## src/stp_pkg.sv

```systemverilog
// Shared constants and types for the speech test serial port
package stp_pkg;
  localparam int unsigned STP_CLK_HZ = 20_000_000;
  localparam int unsigned STP_BIT_HZ = 104_000;
  localparam int unsigned STP_SAMPLE_HZ = 8_000;
  localparam int unsigned STP_WORD_W = 13;
  // Bit period rounded down so the rate never falls below nominal
  localparam int unsigned STP_BIT_CYC = STP_CLK_HZ / STP_BIT_HZ;
  localparam int unsigned STP_HALF_CYC = STP_BIT_CYC / 2;
  localparam int unsigned STP_SAMPLE_CYC = STP_CLK_HZ / STP_SAMPLE_HZ;
  localparam logic [7:0] STP_PH_RISE = 8'(STP_HALF_CYC - 1);
  localparam logic [7:0] STP_PH_FALL = 8'(STP_BIT_CYC - 1);
  localparam logic [11:0] STP_TICK_LAST = 12'(STP_SAMPLE_CYC - 1);
  localparam logic [3:0] STP_LAST_BIT = 4'(STP_WORD_W - 1);

  typedef enum logic [1:0] {
    STP_NORMAL = 2'b00,
    STP_DL_TEST = 2'b01,
    STP_UL_TEST = 2'b10,
    STP_AC_TEST = 2'b11
  } stp_mode_t;

  typedef enum logic [1:0] {
    STP_ST_IDLE = 2'b00,
    STP_ST_WAIT = 2'b01,
    STP_ST_RUN = 2'b10,
    STP_ST_SHIFT = 2'b11
  } stp_state_t;
endpackage

```

## src/stp_sync.sv

```systemverilog
// Two-flop synchroniser for pin inputs
`timescale 1ns/1ps
module stp_sync #(
  parameter int unsigned W = 1,
  // Level each flop wakes up at, matching the idle level of its pin
  parameter logic [W-1:0] RST_VAL = '0
) (
  input wire logic clk_i,
  input wire logic rst_n_i,
  input wire logic [W-1:0] d_i,
  output logic [W-1:0] q_o
);
  logic [W-1:0] meta_q;

  always_ff @(posedge clk_i or negedge rst_n_i)
  begin
    if (!rst_n_i)
    begin
      meta_q <= RST_VAL;
      q_o <= RST_VAL;
    end
    else
    begin
      meta_q <= d_i;
      q_o <= meta_q;
    end
  end
endmodule

```

## src/stp_top.sv

```systemverilog
// Speech test serial port, mobile station end
// How it works
// - The tester reset pin counts as asserted while low, released when high.
// - Each sample is a 13-bit two's complement word shifted MSB first.
// - Data out changes on the bit clock fall; data in is taken on the rise.
// - The bit clock stays high whenever no word is being shifted.
// - Lines 1 and 2 select normal, downlink, uplink or acoustic test.
// - After release the clock runs only for transfers, near 104 kHz, 50 %.
// - Uplink test fetches the first bit at the first frame after release.
// - Downlink test starts once a received block completes after release.
// - Reset release in any test mode pulses the transcoder reset.
// - The mode may instead come from a layer 3 test routing command.
// - Samples run at 8000 per second on one data line per direction.
// - This end drives the bit clock and downlink data; the tester drives the rest.
// - One selection method is built in, chosen by a parameter.
`timescale 1ns/1ps
module stp_top
  import stp_pkg::*;
#(
  parameter bit USE_L3 = 1'b0
) (
  // Clock and reset
  input wire logic clk_i,
  input wire logic arst_n_i,
  // Tester pins
  input wire logic test_ctl1_i,
  input wire logic test_ctl2_i,
  input wire logic tester_rst_n_i,
  input wire logic ul_data_i,
  output logic dl_data_o,
  output logic bit_clk_o,
  // Layer 3 mode command
  input wire logic l3_mode_valid_i,
  input wire logic [1:0] l3_mode_i,
  // Frame timing from the radio side
  input wire logic ul_frame_i,
  input wire logic dl_block_done_i,
  // Speech path
  input wire logic dl_sample_valid_i,
  input wire logic [STP_WORD_W-1:0] dl_sample_i,
  output logic ul_sample_valid_o,
  output logic [STP_WORD_W-1:0] ul_sample_o,
  output logic transcoder_rst_o,
  output logic [1:0] mode_o
);
  logic rst_meta_q;
  logic rst_n_q;
  logic [3:0] pins_s;
  logic ctl1_s;
  logic ctl2_s;
  logic trst_n_s;
  logic ul_data_s;
  logic trst_n_prev_q;
  stp_mode_t mode_q;
  stp_state_t state_q;
  logic [7:0] ph_q;
  logic [3:0] bit_q;
  logic [11:0] tick_q;
  logic [STP_WORD_W-1:0] tx_q;
  logic [STP_WORD_W-1:0] rx_q;
  logic [STP_WORD_W-1:0] dl_hold_q;
  logic clk_q;
  logic dout_q;
  logic uvalid_q;
  logic [STP_WORD_W-1:0] usample_q;
  logic xrst_q;

  // Local reset: asserted at once, released after two clocks
  always_ff @(posedge clk_i or negedge arst_n_i)
  begin
    if (!arst_n_i)
    begin
      rst_meta_q <= 1'b0;
      rst_n_q <= 1'b0;
    end
    else
    begin
      rst_meta_q <= 1'b1;
      rst_n_q <= rst_meta_q;
    end
  end

  // Tester reset pin idles high; waking its copy released avoids a false
  // release edge, and so a stray transcoder reset, after local reset
  stp_sync #(.W(4), .RST_VAL(4'h2)) u_pin_sync (
    .clk_i(clk_i),
    .rst_n_i(rst_n_q),
    .d_i({test_ctl1_i, test_ctl2_i, tester_rst_n_i, ul_data_i}),
    .q_o(pins_s)
  );

  assign ctl1_s = pins_s[3];
  assign ctl2_s = pins_s[2];
  assign trst_n_s = pins_s[1];
  assign ul_data_s = pins_s[0];

  wire logic release_w = trst_n_s && !trst_n_prev_q;
  wire logic active_w = (mode_q != STP_NORMAL);
  wire logic ph_rise_w = (ph_q == STP_PH_RISE);
  wire logic ph_fall_w = (ph_q == STP_PH_FALL);
  wire logic last_bit_w = (bit_q == STP_LAST_BIT);
  wire logic tick_w = (tick_q == STP_TICK_LAST);
  // Start trigger depends on which path is under test
  wire logic start_ok_w = (mode_q == STP_UL_TEST) ? ul_frame_i :
    (mode_q == STP_DL_TEST) ? dl_block_done_i : 1'b1;
  wire logic start_w = (state_q == STP_ST_WAIT && start_ok_w)
    || (state_q == STP_ST_RUN && tick_w);
  // Lines or command; only one method is honoured per build
  wire logic [1:0] mode_sel_w = USE_L3 ? l3_mode_i
    : {ctl1_s, ctl2_s};
  wire logic mode_load_w = USE_L3 ? l3_mode_valid_i : 1'b1;

  always_ff @(posedge clk_i or negedge rst_n_q)
  begin
    if (!rst_n_q)
    begin
      mode_q <= STP_NORMAL;
      trst_n_prev_q <= 1'b1;
      xrst_q <= 1'b0;
      dl_hold_q <= '0;
    end
    else
    begin
      trst_n_prev_q <= trst_n_s;
      if (mode_load_w)
        mode_q <= stp_mode_t'(mode_sel_w);
      xrst_q <= release_w && active_w;
      if (dl_sample_valid_i)
        dl_hold_q <= dl_sample_i;
    end
  end

  always_ff @(posedge clk_i or negedge rst_n_q)
  begin
    if (!rst_n_q)
    begin
      state_q <= STP_ST_IDLE;
      ph_q <= '0;
      bit_q <= '0;
      tick_q <= '0;
      tx_q <= '0;
      rx_q <= '0;
      clk_q <= 1'b1;
      dout_q <= 1'b0;
      uvalid_q <= 1'b0;
      usample_q <= '0;
    end
    else
    begin
      uvalid_q <= 1'b0;
      tick_q <= (start_w || tick_w) ? '0 : tick_q + 12'h001;
      // Pin reset or normal mode stops the shifter while the sample tick keeps counting, clock parked high
      if (!trst_n_s || !active_w)
      begin
        state_q <= STP_ST_IDLE;
        clk_q <= 1'b1;
        dout_q <= 1'b0;
      end
      else if (start_w)
      begin
        state_q <= STP_ST_SHIFT;
        clk_q <= 1'b0;
        dout_q <= dl_hold_q[STP_WORD_W-1];
        tx_q <= {dl_hold_q[STP_WORD_W-2:0], 1'b0};
        ph_q <= '0;
        bit_q <= '0;
      end
      else
      begin
        case (state_q)
          STP_ST_IDLE:
          begin
            if (release_w)
              state_q <= STP_ST_WAIT;
          end
          STP_ST_SHIFT:
          begin
            ph_q <= ph_q + 8'h01;
            if (ph_rise_w)
            begin
              clk_q <= 1'b1;
              rx_q <= {rx_q[STP_WORD_W-2:0], ul_data_s};
            end
            else if (ph_fall_w && last_bit_w)
            begin
              state_q <= STP_ST_RUN;
              usample_q <= rx_q;
              uvalid_q <= 1'b1;
            end
            else if (ph_fall_w)
            begin
              clk_q <= 1'b0;
              dout_q <= tx_q[STP_WORD_W-1];
              tx_q <= {tx_q[STP_WORD_W-2:0], 1'b0};
              ph_q <= '0;
              bit_q <= bit_q + 4'h1;
            end
          end
          default:
          begin
            state_q <= state_q;
          end
        endcase
      end
    end
  end

  assign bit_clk_o = clk_q;
  assign dl_data_o = dout_q;
  assign ul_sample_o = usample_q;
  assign ul_sample_valid_o = uvalid_q;
  assign transcoder_rst_o = xrst_q;
  assign mode_o = mode_q;

  a_idle_clk_high: assert property (@(posedge clk_i)
    disable iff (!rst_n_q) (state_q != STP_ST_SHIFT) |-> bit_clk_o)
    else $error("bit clock low outside a transfer");
  a_normal_quiet: assert property (@(posedge clk_i)
    disable iff (!rst_n_q)
    (mode_q == STP_NORMAL) |=> bit_clk_o && !ul_sample_valid_o)
    else $error("activity in normal mode");
  // Judged from the synced pin itself, not from the edge detector
  a_xcvr_reset: assert property (@(posedge clk_i)
    disable iff (!rst_n_q)
    ($rose(trst_n_s) && mode_q != STP_NORMAL) |=> transcoder_rst_o)
    else $error("transcoder reset missing after release");
  a_xcvr_only_test: assert property (@(posedge clk_i)
    disable iff (!rst_n_q)
    transcoder_rst_o |-> $past(trst_n_s) && !$past(trst_n_s, 2)
      && $past(mode_q) != STP_NORMAL)
    else $error("transcoder reset without release");
  a_mode_lines: assert property (@(posedge clk_i)
    disable iff (!rst_n_q)
    !USE_L3 |=> mode_o == $past({ctl1_s, ctl2_s}))
    else $error("mode does not follow control lines");
  a_low_half: assert property (@(posedge clk_i)
    disable iff (!rst_n_q)
    ($fell(bit_clk_o) && trst_n_s && active_w) |-> ##96 $rose(bit_clk_o)
      || !trst_n_s || !active_w)
    else $error("bit clock low phase wrong");
  a_data_on_fall: assert property (@(posedge clk_i)
    disable iff (!rst_n_q)
    ($changed(dl_data_o) && active_w && trst_n_s) |-> $fell(bit_clk_o))
    else $error("output data changed off the falling edge");
  a_msb_first: assert property (@(posedge clk_i)
    disable iff (!rst_n_q)
    (start_w && trst_n_s && active_w)
      |=> dl_data_o == $past(dl_hold_q[STP_WORD_W-1]))
    else $error("first bit is not the sign bit");
  a_ul_wait_frame: assert property (@(posedge clk_i)
    disable iff (!rst_n_q)
    (state_q == STP_ST_WAIT && mode_q == STP_UL_TEST && !ul_frame_i)
      |=> state_q != STP_ST_SHIFT)
    else $error("uplink transfer before block frame");
  a_word_done: assert property (@(posedge clk_i)
    disable iff (!rst_n_q)
    ul_sample_valid_o |-> $past(state_q) == STP_ST_SHIFT
      && $past(bit_q) == STP_LAST_BIT)
    else $error("sample delivered before 13 bits");
endmodule

```

## config.mk

```make
export PLATFORM = sky130hd
export DESIGN_NAME = stp_top
export DESIGN_NICKNAME = d
export VERILOG_FILES = /design/src/stp_pkg.sv /design/src/stp_sync.sv /design/src/stp_top.sv
export SDC_FILE = /design/constraint.sdc
export NUM_CORES = 1
export LEC_CHECK = 0
export ABC_AREA = 1
export BUFFER_PORTS_ARGS = -buffer_cell sky130_fd_sc_hd__buf_2
export CORE_MARGIN = 5
export CORE_UTILIZATION = 45
export DETAILED_ROUTE_END_ITERATION = 10
export PLACE_DENSITY_LB_ADDON = 0.08
export SLEW_MARGIN = 10
export SYNTH_ARGS = -nofsm -noshare
export SYNTH_HDL_FRONTEND = slang
export SYNTH_HIERARCHICAL = 1
export SYNTH_SLANG_ARGS = --single-unit
```

## constraint.sdc

```tcl
create_clock -name clk_i -period 3.1 [get_ports clk_i]
set_input_delay 0.155 -clock clk_i [delete_from_list [all_inputs] [get_ports clk_i]]
set_output_delay 0.155 -clock clk_i [all_outputs]
set_load 0.02 [all_outputs]
```

After elaboration in Yosys (flattened, before gate mapping)
Cells that the tools add are included. Widths: inputs -> output; s select.

$add $sub $neg: 3. Multipliers: 0. Divide/modulo/power cells: 0. Magnitude comparators: 0. Equal/unequal tests: 17. Shift operators: 0. Mux-type cells: 41. Bitwise gates (word level): 3. Reductions and logical operators: 26.

Operators by type and width (number): $mux 13 (5); $mux 8 (5); $mux 4 (5); $mux 1 (19); $ne 4x4->1 const B (4); $add 12x1->12 const B (1); $eq 12x12->1 const B (1); $mux 12 (1); $reduce_and 4->1 (3); $mux 2 (5); $reduce_and 5->1 (2); $add 8x1->8 const B (1); $eq 8x7->1 const B (1); $eq 8x8->1 const B (1); $reduce_bool 4->1 (2); $eq 2x2->1 const B (3); $reduce_bool 2->1 (3); $reduce_bool 3->1 (2); $logic_and 1x1->1 (5); $add 4x1->4 const B (1); $eq 2x1->1 const B (2); $eq 4x4->1 const B (1); $pmux 2 s2 (1); $logic_not 1->1 (3); other kinds (9) (13).

Register bits after elaboration: 95. Bits in latches: 0. RAM bits: 0. ROM bits: 0. Output and inout bits: 19. Word-level logic and storage cells: 108. Memories: 0.

Logic depth before layout (Yosys ltp)
Gate-level depths: netlist of run 1.

Word-level depth: 7. Gate-level depth with buffers: 11.

Modules after synthesis
The synthesis of run 1 kept the hierarchy.

By module, submodules not included: stp_top (instances 1, cells an instance 465, area an instance 4055.1 um2, sequential area each 2154.6 um2); stp_sync (instances 1, cells an instance 8, area an instance 202.7 um2, sequential area each 202.7 um2).

Worst setup path before layout of run 1
Ideal clock, no wire load.

Kind: reg2reg. From: register mode_q[1], in the netlist mode_o[1]. To: register bit_q[0]. Setup time: 0.117 ns. Data arrival time: 1.439 ns. Slack: 1.543 ns. Cell stages (with the launch flop): 9. Buffers on the path: 1. Cell sequence: dfrtp_1 -> or2_1 -> o21ai_1 -> nand2_2 -> nand3_4 -> nand3_4 -> buf_6 -> nand2_1 -> nand2_1.

Word-level cells in the longest chain between the ends: 7. Elaborated cells between the ends (all ways): 16. Classes of those cells: 4 x eq/ne; 3 x mux; 1 x bitwise; 8 x reduce/logical.

Ends and longest elaborated chain: start, declared (line stp_top.sv:54) `stp_mode_t mode_q;`; start signal, assigned (line stp_top.sv:126) `mode_q <= stp_mode_t'(mode_sel_w);`; $eq 2x1->1 (line stp_top.sv:105) `(mode_q == STP_DL_TEST) ? dl_block_done_i : 1'b1;`; $mux 1 (line stp_top.sv:105); $mux 1 (line stp_top.sv:104) `wire logic start_ok_w = (mode_q == STP_UL_TEST) ? ul_frame_i :`; $logic_and 1x1->1 (line stp_top.sv:106) `wire logic start_w = (state_q == STP_ST_WAIT && start_ok_w)`; $logic_or 1x1->1 (line stp_top.sv:107) `|| (state_q == STP_ST_RUN && tick_w);`; $ne 2x2->1 (no source line), or another cell as far along; $reduce_and 5->1 (no source line); end signal, assigned (line stp_top.sv:196) `bit_q <= bit_q + 4'h1;`; end, declared (line stp_top.sv:57) `logic [3:0] bit_q;`.

Several ways; a longest one is shown, not always the timed one. A chain may end at the register's enable or synchronous reset.

Worst setup path in the final report of run 1
From: register mode_q[1], in the netlist mode_o[1]. To: register tx_q[5].

Word-level cells in the longest chain between the ends: 7. Elaborated cells between the ends (all ways): 16. Classes of those cells: 4 x eq/ne; 3 x mux; 1 x bitwise; 8 x reduce/logical.

Ends and longest elaborated chain: $eq 2x1->1 (line stp_top.sv:105); $mux 1 (line stp_top.sv:105); $mux 1 (line stp_top.sv:104); $logic_and 1x1->1 (line stp_top.sv:106); $logic_or 1x1->1 (line stp_top.sv:107); $ne 2x2->1 (no source line), or another cell as far along; $reduce_and 5->1 (no source line); end signal, assigned (line stp_top.sv:164) `tx_q <= {dl_hold_q[STP_WORD_W-2:0], 1'b0};`; end signal, assigned (line stp_top.sv:194) `tx_q <= {tx_q[STP_WORD_W-2:0], 1'b0};`; end, declared (line stp_top.sv:59) `logic [STP_WORD_W-1:0] tx_q;`.

Several ways; a longest one is shown, not always the timed one.

==> results by group, run 1 <==
Placed design
  – Final Wtd Congestion: 0.828
  – Inst Count DP: 628
  – IO Port Bufs: 40
  – HPWL Detailed: 5420 um
  – Placed cell areas: 4540 sq um

STA
  – Final Hold Violating Endpoints: 0
  – Unrepaired setup endpoints after global routing: no
  – Post-route clock skew: 0.0138 ns
  – Final setup vio count: 0
  – Worst-case headroom to the max-slew limit: 47.1%
  – Final sum of negative setup slack: 0 ns
  – Transition time of the tightest slew-check pin: 0.791 ns
  – Portion of the clock cycle consumed by the worst path in the final layout: 71.1%
  – Max Freq: 454 MHz
  – Final Max Slew Viols: 0
  – Post-layout minimum cycle time: 2.20 ns

Clock tree
  – Buffer cell driving the clock tree root: clkbuf_8
  – CTS Hold Bufs: 11
  – CTS buffer count: 9
  – # H-tree levels: 3
  – Post-CTS setup buffers: 0
  – Maximum number of buffers from clock root to sink: 2
  – Resized cells post-CTS: 0
  – Clock insertion delay at the later pin of the skew report: 0.37 ns
  – Clock transition at the register clock pins on the worst setup and hold paths after CTS: 0.11 ns
  – Clock tree from TritonCTS: yes
  – Total clock sinks: 94

Global routing
  – Final global-route overflow total: 0
  – Vias in the first global route: 3110
  – Initial antenna violation count: 0
  – Total global-route track usage: 15.3%
  – Global-route wire length before repair: 14400 um
  – Maximum number of pins on one net before global-route repair: 53

Drt
  – Number of design rule violations left after detail routing: 0
  – ANT nets after route: 0
  – Detailed Route Iter0 Violations: 131
  – Detailed-route wire length per cell: 12.2 um
  – Via total after detailed routing: 3135
  – Post-detailed-route via-to-cell ratio: 4.79
  – Number of optimization iterations in the first detailed-route pass: 4
  – Sum of routed wire length over all layers: 7990 um

Setup path
  – Reg-to-reg slack, setup: 0.90 ns
  – Dominant delay contributor by cell family on the critical path: simple AND/OR/NAND/NOR gates
  – Startpoint-to-endpoint class of the critical path: reg2reg
  – Crit-path slowest cell: nand2_1
  – Number of buffer and inverter stages on the critical path: 0
  – Arrival time at the worst endpoint: 2.51 ns
  – Startpoint kind of the worst setup timing path: flop
  – Critical path peak fanout: 20
  – Dominant cell type by count on the critical path: nand2_1
  – Delay contributed by the slowest stage of the critical path: 0.64 ns
  – Crit path required time: 3.40 ns
  – Critical path capture point type: flop
  – Critical path cell sequence: or2_1 > o21ai_1 > nand2_2 > nand2_1 > nand2_1 > nand2_1 > nand3_1 > nand2_1

Yosys
  – Largest area contributor in the synthesized netlist: dfrtp_1
  – Biggest area contributors in the synthesized netlist: dfrtp_1 (53%), nand2_1 (12%), nand3_1 (4.7%)
  – Flip-flop and latch count after synthesis: 94
  – Sequential area share after synthesis: 55.4%
  – Proportion of register bits with asynchronous set or reset after synthesis: 100%
  – Synthesis warning total: 6
  – Cell Area, Synth: 4260 sq um
  – Number of different library cells in the post-synthesis netlist: 31
  – Synth top area share: 52.9%
  – Number of synthesized flops with an enable pin: 0
  – Nets in the synthesized netlist: 502
  – Synth Flop Type: dfrtp_1
  – Avg Cell Area, Syn: 9.00 sq um
  – Post-Syn Instances: 473

Finish
  – Combined area of the multi-input logic cells: 1640 sq um
  – Fin cells: 655
  – Number of diodes added for antenna fixing: 0
  – Final core area utilization: 52.6%
  – Proportion of layout cells with a drive suffix above 1: 17.9%
  – Area added between synthesis and finish: 14.3%
  – Sequential cell area in the final layout: 2360 sq um
  – Fillers: 886
  – Layout Cell Area excl Fill: 4860 sq um
  – Number of nets in the final layout: 550

Die
  – Ports: 44
  – Width of the chip: 107 um
  – Initial core utilization: 46.1%
  – Placeable core region: 9240 sq um
  – Area of the die: 11500 sq um
  – Vertical die dimension: 107 um
  – Number of core rows: 35

Run status
  – Result of the run: finished, final reports clean

Hold path
  – Path category of the worst min-delay check: in2reg

Power and ir drop
  – Pleak: 2.39 nW
  – Pwr dens: 561 nW/um^2
  – Largest voltage drop on the vdd net: 257 uV

Job
  – Max Cap Viol: 0
==> state kept, by name, summed over array words and instances (netlist names) <==
name and flops:
trst_n_prev_q 1, ul_sample_valid_o 1, ul_sample_o 13, bit_clk_o 1
rst_n_q 1, u_pin_sync/meta_q 4, dl_data_o 1, rst_meta_q 1
tick_q 12, dl_hold_q 13, ph_q 8, mode_o 2
bit_q 4, u_pin_sync/q_o 4, rx_q 13, tx_q 12
transcoder_rst_o 1, state_q 2
==> area by class of cell <==
| cell class | count | area share, % |
|---|---|---|
| multi-input cells | 320 | 33.6 |
| inverters | 44 | 3.40 |
| well taps | 129 | 3.32 |
| repair buffers | 52 | 6.79 |
| clock inverters | 7 | 1.77 |
| clock buffers | 9 | 2.55 |
| flip-flops and latches | 94 | 48.5 |
==> placed cells by master (no fill, tap or decap) <==
master	netlist	routed
dfrtp_1	90	89
nor3b_1	4	4
ha_1	4	4
or2_1	1	1
inv_8	0	1
inv_6	0	3
clkbuf_8	0	9
nor2_2	1	1
o21ai_0	19	19
o211ai_1	3	3
inv_2	4	4
nand3_1	40	40
nand2_1	135	135
buf_12	0	1
nand2_2	5	5
nand4_1	6	6
nand3_4	3	3
inv_1	40	40
clkinv_8	0	3
buf_2	7	40
nor2_4	3	3
dfstp_2	4	4
xnor2_1	1	1
nand3_2	3	3
nor3_1	6	6
mux2_2	13	13
a31oi_1	1	1
dlygate4sd3_1	0	11
dfrtp_4	0	1
conb_1	1	1
xor2_1	8	8
nor2_1	37	37
o21ai_1	19	19
a21oi_1	7	7
==> cells in the mapped netlist (3+ instances only) <==
library cell / n
inv_2: 4
nand3_4: 3
nor3_1: 6
xor2_1: 8
nand3_2: 3
nand2_2: 5
buf_6: 3
nor3b_1: 4
inv_1: 40
mux2_2: 13
a21oi_1: 7
ha_1: 4
nand4_1: 6
o21ai_1: 19
buf_4: 3
nor2_4: 3
dfstp_2: 4
dfrtp_1: 90
o211ai_1: 3
nand3_1: 40
nor2_1: 37
o21ai_0: 19
nand2_1: 135
buf_2: 7
==> per-stage QoR <==
stage,power [mW],setup slack [ns],hold slack (ns)
6_report,2.73,0.895,0.0202
5_1_grt,2.91,0.649,0.00204
4_1_cts,2.78,0.867,0.00105
3_5_place_dp,1.93,0.899,-0.0570
3_3_place_gp,1.91,0.913,-0.0591
2_1_floorplan,1.82,0.295,-0.141
==> report_power, final <==
group / total (mW) / switching, mW / internal [mW] / leakage, nW
registers: 1.48 / 0.114 / 1.37 / 1.22
logic: 0.429 / 0.249 / 0.180 / 1.07
clock network: 0.821 / 0.495 / 0.326 / 0.105
total: 2.73 / 0.858 / 1.87 / 2.39
==> worst reg2reg max path, delay by kind of cell, from the launching register on <==
kind	cells	cell delay [ns]
DFF	1	0.40
AOI/OAI and AO/OA	1	0.15
and+or+nand+nor	7	1.59
==> routing by layer <==
| metal | share of wire [%] | global-route usage [%] | vias up |
|---|---|---|---|
| met4 | 1.4 | 5.21 | 0 |
| met5 | 0 | 0 | - |
| met1 | 49 | 21.1 | 1462 |
| li1 | - | - | 1606 |
| met2 | 45 | 23.9 | 57 |
| met3 | 4.7 | 3.42 | 10 |
==> kinds of logic after synthesis <==
kind of cell / after synthesis / synth area share (%)
AND/OR/NAND/NOR: 244 / 25.9
flip-flops: 94 / 55.4
buffers and inverters: 59 / 6.20
AO/OA/AOI/OAI: 49 / 5.97
multiplexers: 13 / 3.44
XOR/XNOR: 9 / 1.85
adder cells (fa/ha/maj): 4 / 1.18
other: 1 / 0.0881
==> final timing paths <==
path	startpoint	endpoint	depth (start not counted)
max reg2reg	mode_o[1]	tx_q[5]	8
min reg2reg	rst_n_q	tick_q[4]	0
min	dl_sample_i[5]	dl_hold_q[5]	2
max in group asynchronous	rst_n_q	bit_clk_o	1
max	mode_o[1]	tx_q[5]	8
min in group asynchronous	arst_n_i	rst_n_q	2
(Power assumes the default switching activity.)
==> inputs of run 2 (changes only) <==
==> constraint.sdc (replaced) <==
create_clock -name clk_i -period 2 [get_ports clk_i]
set_input_delay 0.1 -clock clk_i [delete_from_list [all_inputs] [get_ports clk_i]]
set_output_delay 0.1 -clock clk_i [all_outputs]
set_load 0.02 [all_outputs]
==> results by group, run 2 (same netlist as run 1, synthesis figures left out) <==
Placed design
  – IO Port Bufs: 40 (unchanged)
  – Placed cell areas: 4600 sq um (was 4540 sq um)
  – Final Wtd Congestion: 0.813 (was 0.828)
  – HPWL Detailed: 5440 um (was 5420 um)
  – Inst Count DP: 634 (was 628)

Drt
  – Detailed-route wire length per cell: 12.1 um (was 12.2 um)
  – Number of design rule violations left after detail routing: 0 (unchanged)
  – ANT nets after route: 0 (unchanged)
  – Sum of routed wire length over all layers: 8090 um (was 7990 um)
  – Via total after detailed routing: 3156 (was 3135)
  – Post-detailed-route via-to-cell ratio: 4.72 (was 4.79)
  – Detailed Route Iter0 Violations: 82 (was 131)
  – Number of optimization iterations in the first detailed-route pass: 5 (was 4)

STA
  – Post-route clock skew: 0.0126 ns (was 0.0138 ns)
  – Max Freq: 574 MHz (was 454 MHz)
  – Final Max Slew Viols: 0 (unchanged)
  – Tightest hold margin: 0.0407 ns (was 0.0202 ns)
  – Post-layout minimum cycle time: 1.74 ns (was 2.20 ns)
  – Unrepaired setup endpoints after global routing: no (unchanged)
  – Portion of the clock cycle consumed by the worst path in the final layout: 87.1% (was 71.1%)
  – Final sum of negative setup slack: 0 ns (unchanged)
  – Final Hold Violating Endpoints: 0 (unchanged)
  – Final setup vio count: 0 (unchanged)

Setup path
  – Dominant cell type by count on the critical path: nor2_1 (was nand2_1)
  – Startpoint-to-endpoint class of the critical path: reg2reg (unchanged)
  – Critical path cell sequence: ha_1 > nand3_1 > nor2_1 > nand2_2 > nor2_1 > a21oi_1 (was or2_1 > o21ai_1 > nand2_2 > nand2_1 > nand2_1 > nand2_1 > nand3_1 > nand2_1)
  – Critical path capture point type: flop (unchanged)
  – Number of buffer and inverter stages on the critical path: 0 (unchanged)
  – Crit-path slowest cell: dfrtp_1 (was nand2_1)
  – Delay contributed by the slowest stage of the critical path: 0.40 ns (was 0.64 ns)
  – Arrival time at the worst endpoint: 1.98 ns (was 2.51 ns)
  – Dominant delay contributor by cell family on the critical path: simple AND/OR/NAND/NOR gates (unchanged)
  – Startpoint kind of the worst setup timing path: flop (unchanged)
  – Critical path peak fanout: 26 (was 20)
  – Crit path required time: 2.24 ns (was 3.40 ns)

Finish
  – Fin cells: 668 (was 655)
  – Fillers: 870 (was 886)
  – Most frequent standard cell in the layout excluding fill and tap cells: nand2_1 (unchanged)
  – Layout Cell Area excl Fill: 4980 sq um (was 4860 sq um)
  – Proportion of layout cells with a drive suffix above 1: 18.6% (was 17.9%)
  – Number of nets in the final layout: 563 (was 550)
  – Commonest cells after routing, fill and taps aside: nand2_1 (135), dfrtp_1 (89), inv_1 (40), nand3_1 (40), buf_2 (40) (unchanged)
  – Area added between synthesis and finish: 17.0% (was 14.3%)
  – Number of diodes added for antenna fixing: 0 (unchanged)

Global routing
  – Most Crowded Layer GR: met2 (unchanged)
  – M1 GR Usage: 21.6% (was 21.1%)
  – Initial antenna violation count: 0 (unchanged)
  – Maximum number of pins on one net before global-route repair: 93 (was 53)
  – GR met3 Demand/Resource: 3.36% (was 3.42%)
  – Global-route wire length before repair: 14600 um (was 14400 um)
  – Routing usage on met2: 24.3% (was 23.9%)
  – Final global-route overflow total: 0 (unchanged)
  – Total global-route track usage: 15.7% (was 15.3%)
  – Vias in the first global route: 3187 (was 3110)

Die
  – Number of core rows: 35 (unchanged)
  – Ports: 44 (unchanged)
  – Vertical die dimension: 107 um (unchanged)
  – Initial core utilization: 46.1% (unchanged)
  – Area of the die: 11500 sq um (unchanged)
  – Placeable core region: 9240 sq um (unchanged)
  – Width of the chip: 107 um (unchanged)

Clock tree
  – Clock transition at the register clock pins on the worst setup and hold paths after CTS: 0.11 ns (about the same)
  – Buffer cell driving the clock tree root: clkbuf_8 (unchanged)
  – Resized cells post-CTS: 0 (unchanged)
  – Total clock sinks: 94 (unchanged)
  – CTS buffer count: 9 (unchanged)
  – Maximum number of buffers from clock root to sink: 2 (unchanged)
  – Clock tree from TritonCTS: yes (unchanged)
  – Clock insertion delay at the later pin of the skew report: 0.36 ns (was 0.37 ns)
  – # H-tree levels: 3 (unchanged)

Hold path
  – Path category of the worst min-delay check: in2async (was in2reg)

Power and ir drop
  – Pwr dens: 851 nW/um^2 (was 561 nW/um^2)
  – Pleak: 2.45 nW (was 2.39 nW)
  – Largest voltage drop on the vdd net: 345 uV (was 257 uV)

Run status
  – Result of the run: finished, final reports clean (unchanged)

Job
  – Max Cap Viol: 0 (unchanged)
[run 2: cell types whose count changed in the layout (fill, tap and decap cells not counted), moves of 2 or more]
| cell | previous run | this run |
|---|---|---|
| clkinv_4 | 0 | 2 |
| dlygate4sd3_1 | 11 | 18 |
| buf_4 | 0 | 5 |
| inv_8 | 1 | 3 |
| clkinv_8 | 3 | 1 |
| inv_6 | 3 | 0 |
[run 2: what timing repair did]
item / in CTS / in global routing
hold endpoints to repair: 19 / 0
hold buffers: 18 / 0
buffers inserted: 0 / 0
[run 2: metal layers]
metal	part of all wire [%]	wire (um)
met5	0	0
met2	47	3780
met4	1.5	122
met3	3.1	254
met1	49	3930
[run 2: worst paths after layout]
check                                  startpoint           end  slack (ns)  depth (start not counted)
max in group asynchronous                 rst_n_q     bit_clk_o        1.23                          1
min in group clk_i              dl_sample_valid_i  dl_hold_q[4]        0.23                          2
worst min register to register            rst_n_q     tick_q[3]        0.34                          1
worst max-delay path                      ph_q[0]       rx_q[0]        0.26                          6
worst min-delay path                     arst_n_i       rst_n_q        0.04                          2
worst max register to register            ph_q[0]       rx_q[0]        0.26                          6
[run 2: area by class of cell]
class	count	area (sq um)	share of cell area (%)
Clock buffer	9	124	2.49
Clock inverter	7	75.1	1.51
Inverter	44	165	3.32
Multi-Input combinational cell	320	1640	32.9
Sequential cell	94	2360	47.4
Tap cell	129	161	3.24
Timing Repair Buffer	65	458	9.19
[run 2: where the power goes]
| part | internal [mW] | switching, mW | total [mW] |
|---|---|---|---|
| registers | 2.12 | 0.161 | 2.28 |
| clock network | 0.493 | 0.760 | 1.25 |
| logic | 0.307 | 0.402 | 0.709 |
[run 2: per-stage QoR]
stage	power, mW	utilization, %	setup WS (ns)
final	4.24	53.9	0.258
after global routing	4.55	53.9	0.0311
after detailed placement	3.01	49.8	0.238
after CTS	4.30	53.9	0.224
after global placement	2.99	49.8	0.254
after floorplan	2.83	-	0.421
